$ cat config.mk
export PLATFORM = sky130hd
export DESIGN_NAME = dsr_status_regs
export DESIGN_NICKNAME = d
export VERILOG_FILES = /design/src/hw/dsr_sync2.v /design/src/hw/dsr_sticky.v /design/src/hw/dsr_status_regs.v
export VERILOG_INCLUDE_DIRS = /design/src /design/src/shared
export SDC_FILE = /design/constraint.sdc
export NUM_CORES = 1
export LEC_CHECK = 0
export BUFFER_PORTS_ARGS = -buffer_cell sky130_fd_sc_hd__buf_2
export CAP_MARGIN = 5
export CORE_UTILIZATION = 50
export CTS_CLUSTER_SIZE = 28
export DETAILED_ROUTE_END_ITERATION = 8
export GPL_TIMING_DRIVEN = 1
export PLACE_DENSITY = 0.85
export SYNTH_ARGS = -nofsm -noshare
export SYNTH_HDL_FRONTEND = slang
export SYNTH_SLANG_ARGS = --single-unit
$ cat constraint.sdc
create_clock -name clock -period 2.18 [get_ports clock]
set_input_delay 0.327 -clock clock [delete_from_list [all_inputs] [get_ports clock]]
set_output_delay 0.327 -clock clock [all_outputs]
set_load 0.05 [all_outputs]
$ cat src/shared/dsr_consts.vh
// Offsets, field positions, reset values and encodings of the diagnostic status registers.
`ifndef DSR_CONSTS_VH
`define DSR_CONSTS_VH
`define DSR_ADDR_W 6
`define DSR_OFS_FRONT_END 6'h0d
`define DSR_OFS_SYSTEM 6'h0e
`define DSR_OFS_CONV_STATUS 6'h08
`define DSR_OFS_TEST_CONFIG 6'h0f
`define DSR_RST_FRONT_END 16'h8000
`define DSR_RST_SYSTEM 16'h0000
`define DSR_FE_POWER_UP 15
`define DSR_FE_DIAG_FAIL 12
`define DSR_FE_TEMP_DIAG 11
`define DSR_FE_HALL_Z 10
`define DSR_FE_HALL_X 8
`define DSR_FE_TRIM 1
`define DSR_FE_REGULATOR 0
`define DSR_FE_STICKY_MASK 16'h9f03
`define DSR_SYS_NOTIFY_LVL 15
`define DSR_SYS_NOTIFY_DRV 14
`define DSR_SYS_SOUT_DRV 13
`define DSR_SYS_CRC 12
`define DSR_SYS_FRAME 11
`define DSR_SYS_STATE_HI 10
`define DSR_SYS_STATE_LO 8
`define DSR_SYS_OV 5
`define DSR_SYS_UV 4
`define DSR_SYS_TEMP_THRESHOLD_CROSS 3
`define DSR_SYS_Z_THX 2
`define DSR_SYS_X_THX 0
`define DSR_SYS_STICKY_MASK 16'h783f
`define DSR_CRC_DISABLE_BIT 2
`define DSR_STATE_SLEEP 3'h6
`endif

$ cat src/hw/dsr_sync2.v
// Two-flop synchroniser for pin levels.
`default_nettype none
module dsr_sync2 #(
   parameter W = 1
) (
   input wire clock, // System clock.
   input wire rst_b, // Synchronous reset, active low.
   input wire [W-1:0] async_in, // Level from outside the clock domain.
   output wire [W-1:0] sync_out // Synchronised level.
);
   reg [W-1:0] meta_q;
   reg [W-1:0] sync_q;
   always @(posedge clock) begin
      if (!rst_b) begin
         meta_q <= {W{1'b0}};
         sync_q <= {W{1'b0}};
      end else begin
         meta_q <= async_in;
         sync_q <= meta_q;
      end
   end
   assign sync_out = sync_q;
endmodule
`default_nettype wire

$ cat src/hw/dsr_sticky.v
// Bank of sticky flags, set by events and cleared by a read, with set winning.
`default_nettype none
module dsr_sticky #(
   parameter W = 16,
   parameter [W-1:0] RESET_VAL = {W{1'b0}},
   parameter [W-1:0] MASK = {W{1'b1}}
) (
   input wire clock, // System clock.
   input wire rst_b, // Synchronous reset, active low.
   input wire [W-1:0] set_in, // One bit per flag event.
   input wire clear_in, // Read-clear strobe.
   output wire [W-1:0] flags // Current flags.
);
   reg [W-1:0] flags_q;
   wire [W-1:0] flags_d;
   // Masked bits never hold state, so reserved bits stay zero.
   assign flags_d = ((clear_in ? {W{1'b0}} : flags_q) | set_in) & MASK; // [RQ21]
   always @(posedge clock) begin
      if (!rst_b) begin
         flags_q <= RESET_VAL;
      end else begin
         flags_q <= flags_d;
      end
   end
   assign flags = flags_q;
endmodule
`default_nettype wire

$ cat src/hw/dsr_status_regs.v
// Diagnostic status registers: front-end and system fault flags with read-clear.
`include "dsr_consts.vh"
`default_nettype none
// Summary of operation
// RQ1: Power-up flag bit 15 set by hardware reset; front-end register resets to 8000h.
// RQ2: Reading front-end register clears power-up flag until next reset.
// RQ3: Front-end diagnostic failure sets bit 12, held until front-end read.
// RQ4: Temperature sensor diagnostic failure sets bit 11, cleared on front-end read.
// RQ5: Hall failures set bits 10 Z, 9 Y, 8 X; front-end read clears.
// RQ6: Trim data error sets bit 1; front-end read clears it.
// RQ7: Regulator fault sets bit 0; front-end read clears it.
// RQ8: System bit 15 shows live notify line level, not sticky.
// RQ9: Notify line driven but not low sets bit 14; read clears.
// RQ10: Serial output mismatch while driving sets bit 13; read clears.
// RQ11: Failed transaction CRC sets bit 12; system read clears.
// RQ12: Wrong clock edge count in frame sets bit 11; system read clears.
// RQ13: Bits 10-8 report operating state, codes 0h to 6h.
// RQ14: Supply over-voltage in active or standby sets bit 5 until read.
// RQ15: Supply under-voltage in active or standby sets bit 4 until read.
// RQ16: Temperature threshold crossing sets bit 3; system read clears.
// RQ17: Magnetic threshold crossings set bits 2 Z, 1 Y, 0 X; read clears.
// RQ18: Notify summary reads 1h front-end, 2h system, 3h both flagged.
// RQ19: CRC checking on by default; crc_disable set to 1 turns it off.
// RQ20: Reserved bits read zero; read-clear leaves level and state fields alone.
// RQ21: An event in the read cycle keeps its flag set afterwards.
module dsr_status_regs (
   input wire clock, // System clock, 50 MHz.
   input wire rst_b, // Synchronous reset, active low; power-on or brown-out.
   input wire reg_rd, // Register read strobe, one cycle.
   input wire reg_wr, // Register write strobe, one cycle.
   input wire [`DSR_ADDR_W-1:0] reg_addr, // Register offset.
   input wire [15:0] reg_wdata, // Write data.
   output reg [15:0] reg_rdata, // Read data, registered.
   output reg reg_rvalid, // Read data valid, one cycle.
   input wire front_end_diag_fail, // Front-end diagnostic failure event.
   input wire temp_sensor_diag_fail, // Temperature sensor diagnostic failure event.
   input wire z_hall_diag_fail, // Z Hall diagnostic failure event.
   input wire y_hall_diag_fail, // Y Hall diagnostic failure event.
   input wire x_hall_diag_fail, // X Hall diagnostic failure event.
   input wire trim_error, // Trim data error event.
   input wire regulator_fault, // Internal regulator fault event.
   input wire notify_line_pin, // Notify line feedback from the pin.
   input wire notify_drive, // Device is driving the notify line low.
   input wire serial_out_pin, // Serial output pin feedback.
   input wire serial_out_value, // Value the device drives on the serial output.
   input wire serial_out_en, // Serial output is being driven.
   input wire crc_fail, // Transaction failed its CRC, one-cycle pulse.
   input wire frame_edge_error, // Wrong clock edge count in a frame, pulse.
   input wire [2:0] operating_state, // Current operating state code.
   input wire supply_ov_detect, // Supply over-voltage detector.
   input wire supply_uv_detect, // Supply under-voltage detector.
   input wire temp_threshold_cross, // Temperature threshold crossing event.
   input wire z_threshold_cross, // Z magnetic threshold crossing event.
   input wire y_threshold_cross, // Y magnetic threshold crossing event.
   input wire x_threshold_cross, // X magnetic threshold crossing event.
   output wire [1:0] notify_summary, // Flag summary for the conversion status.
   output wire crc_disable // Configured CRC checking off.
);

   // ==========================================================
   // Pin feedback synchronisation
   // ==========================================================
   wire [1:0] pin_sync;
   wire notify_line_level;
   wire serial_out_fb;
   dsr_sync2 #(
      .W(2)
   ) u_pin_sync (
      .clock(clock),
      .rst_b(rst_b),
      .async_in({notify_line_pin, serial_out_pin}),
      .sync_out(pin_sync)
   );
   assign notify_line_level = pin_sync[1];
   assign serial_out_fb = pin_sync[0];

   // The driven values are delayed to line up with the synchronised feedback.
   reg [1:0] notify_drive_q;
   reg [1:0] sout_val_q;
   reg [1:0] sout_en_q;
   always @(posedge clock) begin
      if (!rst_b) begin
         notify_drive_q <= 2'h0;
         sout_val_q <= 2'h0;
         sout_en_q <= 2'h0;
      end else begin
         notify_drive_q <= {notify_drive_q[0], notify_drive};
         sout_val_q <= {sout_val_q[0], serial_out_value};
         sout_en_q <= {sout_en_q[0], serial_out_en};
      end
   end

   // ==========================================================
   // Decode helpers
   // ==========================================================
   localparam [2:0] ST_STANDBY = 3'h1;
   localparam [2:0] ST_CONTINUOUS = 3'h2;
   localparam [2:0] ST_TRIGGERED = 3'h3;
   localparam [2:0] ST_DUTY_ACTIVE = 3'h4;

   // True when a strobe addresses the given register offset.
   function addr_hit;
      input strobe;
      input [`DSR_ADDR_W-1:0] addr;
      input [`DSR_ADDR_W-1:0] offset;
      begin
         addr_hit = strobe && addr == offset;
      end
   endfunction

   // Supply monitoring counts only in standby and the active states.
   function supply_watched;
      input [2:0] state;
      begin
         case (state)
            ST_STANDBY: supply_watched = 1'b1;
            ST_CONTINUOUS: supply_watched = 1'b1;
            ST_TRIGGERED: supply_watched = 1'b1;
            ST_DUTY_ACTIVE: supply_watched = 1'b1;
            default: supply_watched = 1'b0;
         endcase
      end
   endfunction

   // ==========================================================
   // Configuration: CRC disable in the test configuration register
   // ==========================================================
   reg crc_disable_q;
   always @(posedge clock) begin
      if (!rst_b) begin
         crc_disable_q <= 1'b0; // [RQ19]
      end else if (addr_hit(reg_wr, reg_addr, `DSR_OFS_TEST_CONFIG)) begin
         crc_disable_q <= reg_wdata[`DSR_CRC_DISABLE_BIT]; // [RQ19]
      end
   end
   assign crc_disable = crc_disable_q;

   // ==========================================================
   // Read decode
   // ==========================================================
   wire rd_front_end;
   wire rd_system;
   assign rd_front_end = addr_hit(reg_rd, reg_addr, `DSR_OFS_FRONT_END); // [RQ2]
   assign rd_system = addr_hit(reg_rd, reg_addr, `DSR_OFS_SYSTEM);

   // ==========================================================
   // Front-end fault flags
   // ==========================================================
   reg [15:0] fe_set;
   always @* begin
      fe_set = 16'h0000;
      fe_set[`DSR_FE_DIAG_FAIL] = front_end_diag_fail; // [RQ3]
      fe_set[`DSR_FE_TEMP_DIAG] = temp_sensor_diag_fail; // [RQ4]
      fe_set[`DSR_FE_HALL_Z:`DSR_FE_HALL_X] = {z_hall_diag_fail, y_hall_diag_fail, x_hall_diag_fail}; // [RQ5]
      fe_set[`DSR_FE_TRIM] = trim_error; // [RQ6]
      fe_set[`DSR_FE_REGULATOR] = regulator_fault; // [RQ7]
   end

   wire [15:0] front_end_fault_status;
   // Power-up flag comes from the reset value only; set beats clear. [RQ1] [RQ21]
   dsr_sticky #(
      .W(16),
      .RESET_VAL(`DSR_RST_FRONT_END), // [RQ1]
      .MASK(`DSR_FE_STICKY_MASK)
   ) u_front_end (
      .clock(clock),
      .rst_b(rst_b),
      .set_in(fe_set),
      .clear_in(rd_front_end), // [RQ2]
      .flags(front_end_fault_status)
   );

   // ==========================================================
   // System fault flags
   // ==========================================================
   reg [15:0] sys_set;
   always @* begin
      sys_set = 16'h0000;
      sys_set[`DSR_SYS_NOTIFY_DRV] = notify_drive_q[1] && notify_line_level; // [RQ9]
      sys_set[`DSR_SYS_SOUT_DRV] = sout_en_q[1] && (sout_val_q[1] != serial_out_fb); // [RQ10]
      sys_set[`DSR_SYS_CRC] = crc_fail && !crc_disable_q; // [RQ11] [RQ19]
      sys_set[`DSR_SYS_FRAME] = frame_edge_error; // [RQ12]
      sys_set[`DSR_SYS_OV] = supply_ov_detect && supply_watched(operating_state); // [RQ14]
      sys_set[`DSR_SYS_UV] = supply_uv_detect && supply_watched(operating_state); // [RQ15]
      sys_set[`DSR_SYS_TEMP_THRESHOLD_CROSS] = temp_threshold_cross; // [RQ16]
      sys_set[`DSR_SYS_Z_THX:`DSR_SYS_X_THX] = {z_threshold_cross, y_threshold_cross, x_threshold_cross}; // [RQ17]
   end

   wire [15:0] sys_flags;
   dsr_sticky #(
      .W(16),
      .RESET_VAL(`DSR_RST_SYSTEM),
      .MASK(`DSR_SYS_STICKY_MASK)
   ) u_system (
      .clock(clock),
      .rst_b(rst_b),
      .set_in(sys_set),
      .clear_in(rd_system), // [RQ21]
      .flags(sys_flags)
   );

   // Level and state fields are merged live and never cleared.
   reg [15:0] system_fault_status;
   always @* begin
      system_fault_status = sys_flags; // [RQ20]
      system_fault_status[`DSR_SYS_NOTIFY_LVL] = notify_line_level; // [RQ8]
      system_fault_status[`DSR_SYS_STATE_HI:`DSR_SYS_STATE_LO] = operating_state; // [RQ13]
   end

   // ==========================================================
   // Notify summary
   // ==========================================================
   assign notify_summary = {|sys_flags, |front_end_fault_status}; // [RQ18]

   // ==========================================================
   // Read data path
   // ==========================================================
   always @(posedge clock) begin
      if (!rst_b) begin
         reg_rdata <= 16'h0000;
         reg_rvalid <= 1'b0;
      end else begin
         reg_rvalid <= reg_rd;
         if (reg_rd) begin
            case (reg_addr)
               `DSR_OFS_FRONT_END: reg_rdata <= front_end_fault_status;
               `DSR_OFS_SYSTEM: reg_rdata <= system_fault_status;
               `DSR_OFS_CONV_STATUS: reg_rdata <= {14'h0, notify_summary}; // [RQ18]
               `DSR_OFS_TEST_CONFIG: reg_rdata <= {13'h0, crc_disable_q, 2'h0};
               default: reg_rdata <= 16'h0000; // [RQ20]
            endcase
         end
      end
   end

endmodule
`default_nettype wire

# == Yosys cells after proc, flatten, opt, wreduce, memory -nomap -nowiden ==
# Index checks and enable logic that the tools add are counted.
# totals
regBits,54
wordCells,38
output_inout_bits,20
# classes
reduce_logical,12
mux,4
eq_ne,9
n_bitwise,2
# ops
op,count
$pmux 16 s4,1
$reduce_or 16->1,2
$eq 6x4->1 const B,4
$mux 16,1
$or 16x13->16,1
$mux 15,1
$or 15x15->15,1
$logic_and 1x1->1,8
$eq 3x2->1 const B,2
$reduce_or 4->1,1
$eq 3x1->1 const B,1
$eq 3x3->1 const B,1
$logic_not 1->1,1
$mux 1,1
$ne 1x1->1,1

# == Logic depth before layout (Yosys ltp) ==
# depth
word_depth,5
mapped_depth,7
ltp_nobuf,4

# == Cells and area by module ==
# From an unflattened synthesis, not the netlist that was laid out.
# unflattened
hier_cells,208
hier_area_um2,1984.4
# by_module_without_submodules
module,n_inst,area_per_inst_um2,cells_per_inst
dsr_status_regs,1,1148.6,128
dsr_sticky at u_system,1,391.6,38
dsr_sticky at u_front_end,1,339.1,34
dsr_sync2,1,105.1,8

# == Least setup slack after synthesis ==
# No wires, ideal clock.
# synth_timing
kind,reg2reg
from,"register u_system.flags_q[2], in the netlist u_system.flags[2]"
to,register reg_rdata[1]
path_slack_ns,0.604
path_stages_with_launch,5
arrival_ns,1.453
setup_time_ns,0.123
n_path_buf,0
period_less_slack_ns,1.576
cell_sequence,dfxtp_1 > nor4_1 > nand3_1 > a221oi_1 > nor2_1
# synth_between
elab_chain_cells,2
# synth_rtl
element,line_no,text
from (decl),dsr_sticky.v:14,reg [W-1:0] flags_q;
from (signal assigned),dsr_sticky.v:22,flags_q <= flags_d;
$reduce_or 16->1,dsr_status_regs.v:213,"assign notify_summary = {|sys_flags, |front_end_fault_status};"
net notify_summary[1],dsr_status_regs.v:56,"output wire [1:0] notify_summary,"
$pmux 16 s4,dsr_status_regs.v:225,case (reg_addr)
to (signal assigned),dsr_status_regs.v:226,`DSR_OFS_FRONT_END: reg_rdata <= front_end_fault_status;
to (signal assigned),dsr_status_regs.v:227,`DSR_OFS_SYSTEM: reg_rdata <= system_fault_status;
to (signal assigned),dsr_status_regs.v:228,"`DSR_OFS_CONV_STATUS: reg_rdata <= {14'h0, notify_summary};"
to (decl),dsr_status_regs.v:33,"output reg [15:0] reg_rdata,"
# The timed path passes the listed nets, and every way through them passes these cells.
# A chain may end at the register's enable or synchronous reset.

# == Final worst setup path ==
# layout_timing
from,"register u_system.flags_q[14], in the netlist u_system.flags[14]"
to,output notify_summary[1]
# layout_between
elab_chain_cells,1
# layout_rtl
element,line_no
$reduce_or 16->1,dsr_status_regs.v:213
to (decl),dsr_status_regs.v:56
# No other way between the ends.

==> run_results.csv <==
group,metric,value,unit
outcome,status,"complete, no violations",
worst_setup_path,ff2ff_setup_slack,0.84,ns
worst_setup_path,end_kind,"primary output",
yosys,synth-seq-area-share,0.5277,
die,ioPinCount,69,
clock_network,cts_inserted_buffers,5,
drt,viasPerCell,5.333,
timing,fin_crit_sh,0.8219,
global_route,grt_pass1_vias,1234,
power_and_ir_drop,switching_power,0.3576,mW
yosys,synthArstFlopShare,0,
power_and_ir_drop,clkPwrFrac,0.343,
global_route,busiest_layer,"met2",
yosys,synth.area.mux_share,0.006747,
cells_and_area,area_delta_synth_final,20.24,%
worst_setup_path,path_max_fanout,3,
cells_and_area,seq_area,880.8,µm²
power_and_ir_drop,total_leakage_power,0.8816,nW
cells_and_area,diodes,0,
global_route,grt_antenna_before_repair,0,
drt,drc_errors,0,
cells_and_area,finalInstanceArea,2007,µm²
clock_network,cts_setup_buffers,0,
global_route,grt.total_usage,0.2117,
yosys,synth_top_family_by_area,"compound AO/OA/AOI/OAI gates",
hold_path,hp-start,"notify_drive",
power_and_ir_drop,switching_share,0.2317,
yosys,synth_top_area_share,0.5277,
yosys,ys_seq_elements,44,
global_route,met1_usage,0.2568,
placement,numPortBuffers,51,
cells_and_area,mostFrequentLayoutCells,"buf_2 (51), dfxtp_1 (44), and2_1 (18), a22o_1 (15), a32o_1 (10)",
timing,rsz0062_at_grt,"false",
yosys,ys_types,33,
die,fp.dieH,59.78,µm
timing,max_freq,558.1,MHz
yosys,synth_fa_ha_area_frac,0,
clock_network,clkSinkCount,44,
global_route,grt_use_met3,0.06277,
power_and_ir_drop,p_int,1.186,mW
worst_setup_path,arrival,1.46,ns
cells_and_area,multiInputGateArea,688.2,µm²
die,rows,20,
clock_network,htreeDepth,2,
timing,min_period,1.792,ns
timing,setup-tns-final,0,ns
power_and_ir_drop,seq_power_share,0.563,
worst_setup_path,slowest_stage,"dfxtp_1",
die,die_w,59.78,µm
placement,place_hpwl,2504,µm
cells_and_area,n_fill_cell,279,
global_route,grt_pass1_wl,5547,µm
timing,setup_ws,0.3882,ns
timing,drv_slew,0,
drt,vias,1344,
cells_and_area,instances_no_fill,252,
yosys,synth.avg_cell_area,10.50,µm²
die,fp.dieArea,3573,µm²
placement,placed_cell_area,1917,µm²
clock_network,cts_buffer_depth,2,
drt,wirelength,3343,µm
drt,postRouteAntennaNets,0,
worst_setup_path,cp_slowest_stage_delay,0.35,ns
global_route,use_met2,0.3587,
worst_setup_path,rr_worst_depth,4,
yosys,yosys_warnings,0,
clock_network,root_buffer,"clkbuf_4",
drt,drt_iter0_drc,36,
global_route,grt_remaining_overflow,0,
hold_path,worstHoldPathType,"input port to flip-flop",
placement,gp_congestion,0.7743,
clock_network,clk_latency,0.35,ns
worst_setup_path,cp.buffers_inverters,1,
power_and_ir_drop,p_per_area,769.0,nW/µm²
hold_path,hold_depth,2,
power_and_ir_drop,irDropWorstVdd,0.4195,mV
yosys,synth_xor_area_frac,0.01049,
yosys,synth-simple-area-share,0.1724,
yosys,synth_area,1669,µm²
timing,clock_skew,0.008574,ns
worst_setup_path,worstSetupStartpointType,"flip-flop",
cells_and_area,nets,256,
yosys,synthTopCellsByArea,"dfxtp_1 (53%), a22o_1 (7.9%), and2_1 (6.7%)",
worst_setup_path,crit_chain,"nor4_1 -> nand3_1 -> buf_2",
hold_path,min_to,"notify_drive_q[0]",
drt,dr.pass1.iters,4,
yosys,synth_edf_count,0,
global_route,grt_max_degree,33,
clock_network,path_clk_slew,0.13,ns
cells_and_area,drive_gt1_frac,0.3077,
worst_setup_path,critPathKind,"flip-flop to primary output",
placement,place_ws,0.5119,ns
timing,finalSetupViolCount,0,
power_and_ir_drop,combPwrFrac,0.095,
yosys,synth_compound_area_frac,0.2181,
worst_setup_path,cp.required,1.85,ns
die,start_util,0.5379,
worst_setup_path,reg2reg_to,"reg_rdata[0]",
yosys,yosysTopAreaCell,"dfxtp_1",
yosys,synthCells,159,
drt,wl_per_cell,13.27,µm
placement,placedCellCount,244,
clock_network,cts_resized,0,
cells_and_area,final_common_cell,"buf_2",
yosys,yosys_most_used_dff,"dfxtp_1",
worst_setup_path,cpLargestDelayFamily,"simple AND/OR/NAND/NOR gates",
timing,hold_viol,0,
worst_setup_path,r2r-start,"u_front_end.flags[15]",
clock_network,postCtsHoldBufs,0,
die,core,3103,µm²
clock_network,cts_tree,"yes",
job,drv_cap,0,
[metal layers]
layer  up-vias  share of wire
met5         -              0
met3         8          0.050
li1        675              -
met4         0          0.014
met1       624           0.44
met2        37           0.50
[sequential cells by signal (all words and copies together), names as in the netlist]
register	count
reg_rdata	14
u_system.flags	10
u_front_end.flags	8
notify_drive_q	2
sout_en_q	2
sout_val_q	2
u_pin_sync.meta_q	2
u_pin_sync.sync_out	2
crc_disable	1
reg_rvalid	1
[power groups by stage]
stage | registers [mW] | clock network, mW | logic, mW
final | 0.869 | 0.529 | 0.146
after floorplan | 0.884 | 0 | 0.0958
after global placement | 0.885 | 0 | 0.143
after detailed placement | 0.886 | 0 | 0.146
after CTS | 0.868 | 0.538 | 0.147
after global routing | 0.874 | 0.578 | 0.162
[through the flow]
| stage | hold slack (ns) | total power [mW] | utilization |
|---|---|---|---|
| final | 0.1688 | 1.543 | 0.6468 |
| after global routing | 0.1665 | 1.614 | 0.6468 |
| after CTS | 0.1631 | 1.554 | 0.6468 |
| after detailed placement | 0.4169 | 1.032 | 0.6177 |
| after global placement | 0.4156 | 1.028 | 0.6177 |
| after floorplan | 0.4119 | 0.9793 | - |
[layout make-up]
type | instances | area share
flip-flops and latches | 44 | 0.4389
multi-input cells | 97 | 0.3429
repair buffers | 53 | 0.1347
well taps | 44 | 0.02743
clock buffers | 6 | 0.02556
clock inverters | 2 | 0.01933
inverters | 6 | 0.01122
[cell usage after synthesis (2+ instances only)]
library cell  number
dfxtp_1           44
and2_1            18
a22o_1            15
a32o_1            10
a22oi_1            6
clkbuf_1           6
inv_1              6
nand2_1            6
o22ai_1            6
nor2_1             4
nor4_1             4
buf_6              3
nand3_1            3
nor2b_1            3
and3_1             2
buf_2              2
buf_4              2
nand4_1            2
nor2b_2            2
o21a_1             2
[worst max-delay path by stage]
stage / from / slack (ns) / end / cells past startpoint
3_5_place_dp: reg_rd / 0.51 / u_system.flags[3] / 5
3_3_place_gp: reg_rd / 0.54 / u_system.flags[2] / 5
2_1_floorplan: u_system.flags[2] / 0.60 / reg_rdata[1] / 4
5_1_grt: u_system.flags[14] / 0.32 / notify_summary[1] / 3
6_report: u_system.flags[14] / 0.39 / notify_summary[1] / 3
4_1_cts: u_system.flags[14] / 0.40 / notify_summary[1] / 3
[cells by family after synthesis]
logic type | Yosys count
XOR/XNOR | 2
AND/OR/NAND/NOR | 48
flip-flops | 44
other | 1
buffers and inverters | 19
AO/OA/AOI/OAI | 44
multiplexers | 1
Power figures use the tool's default switching activity.
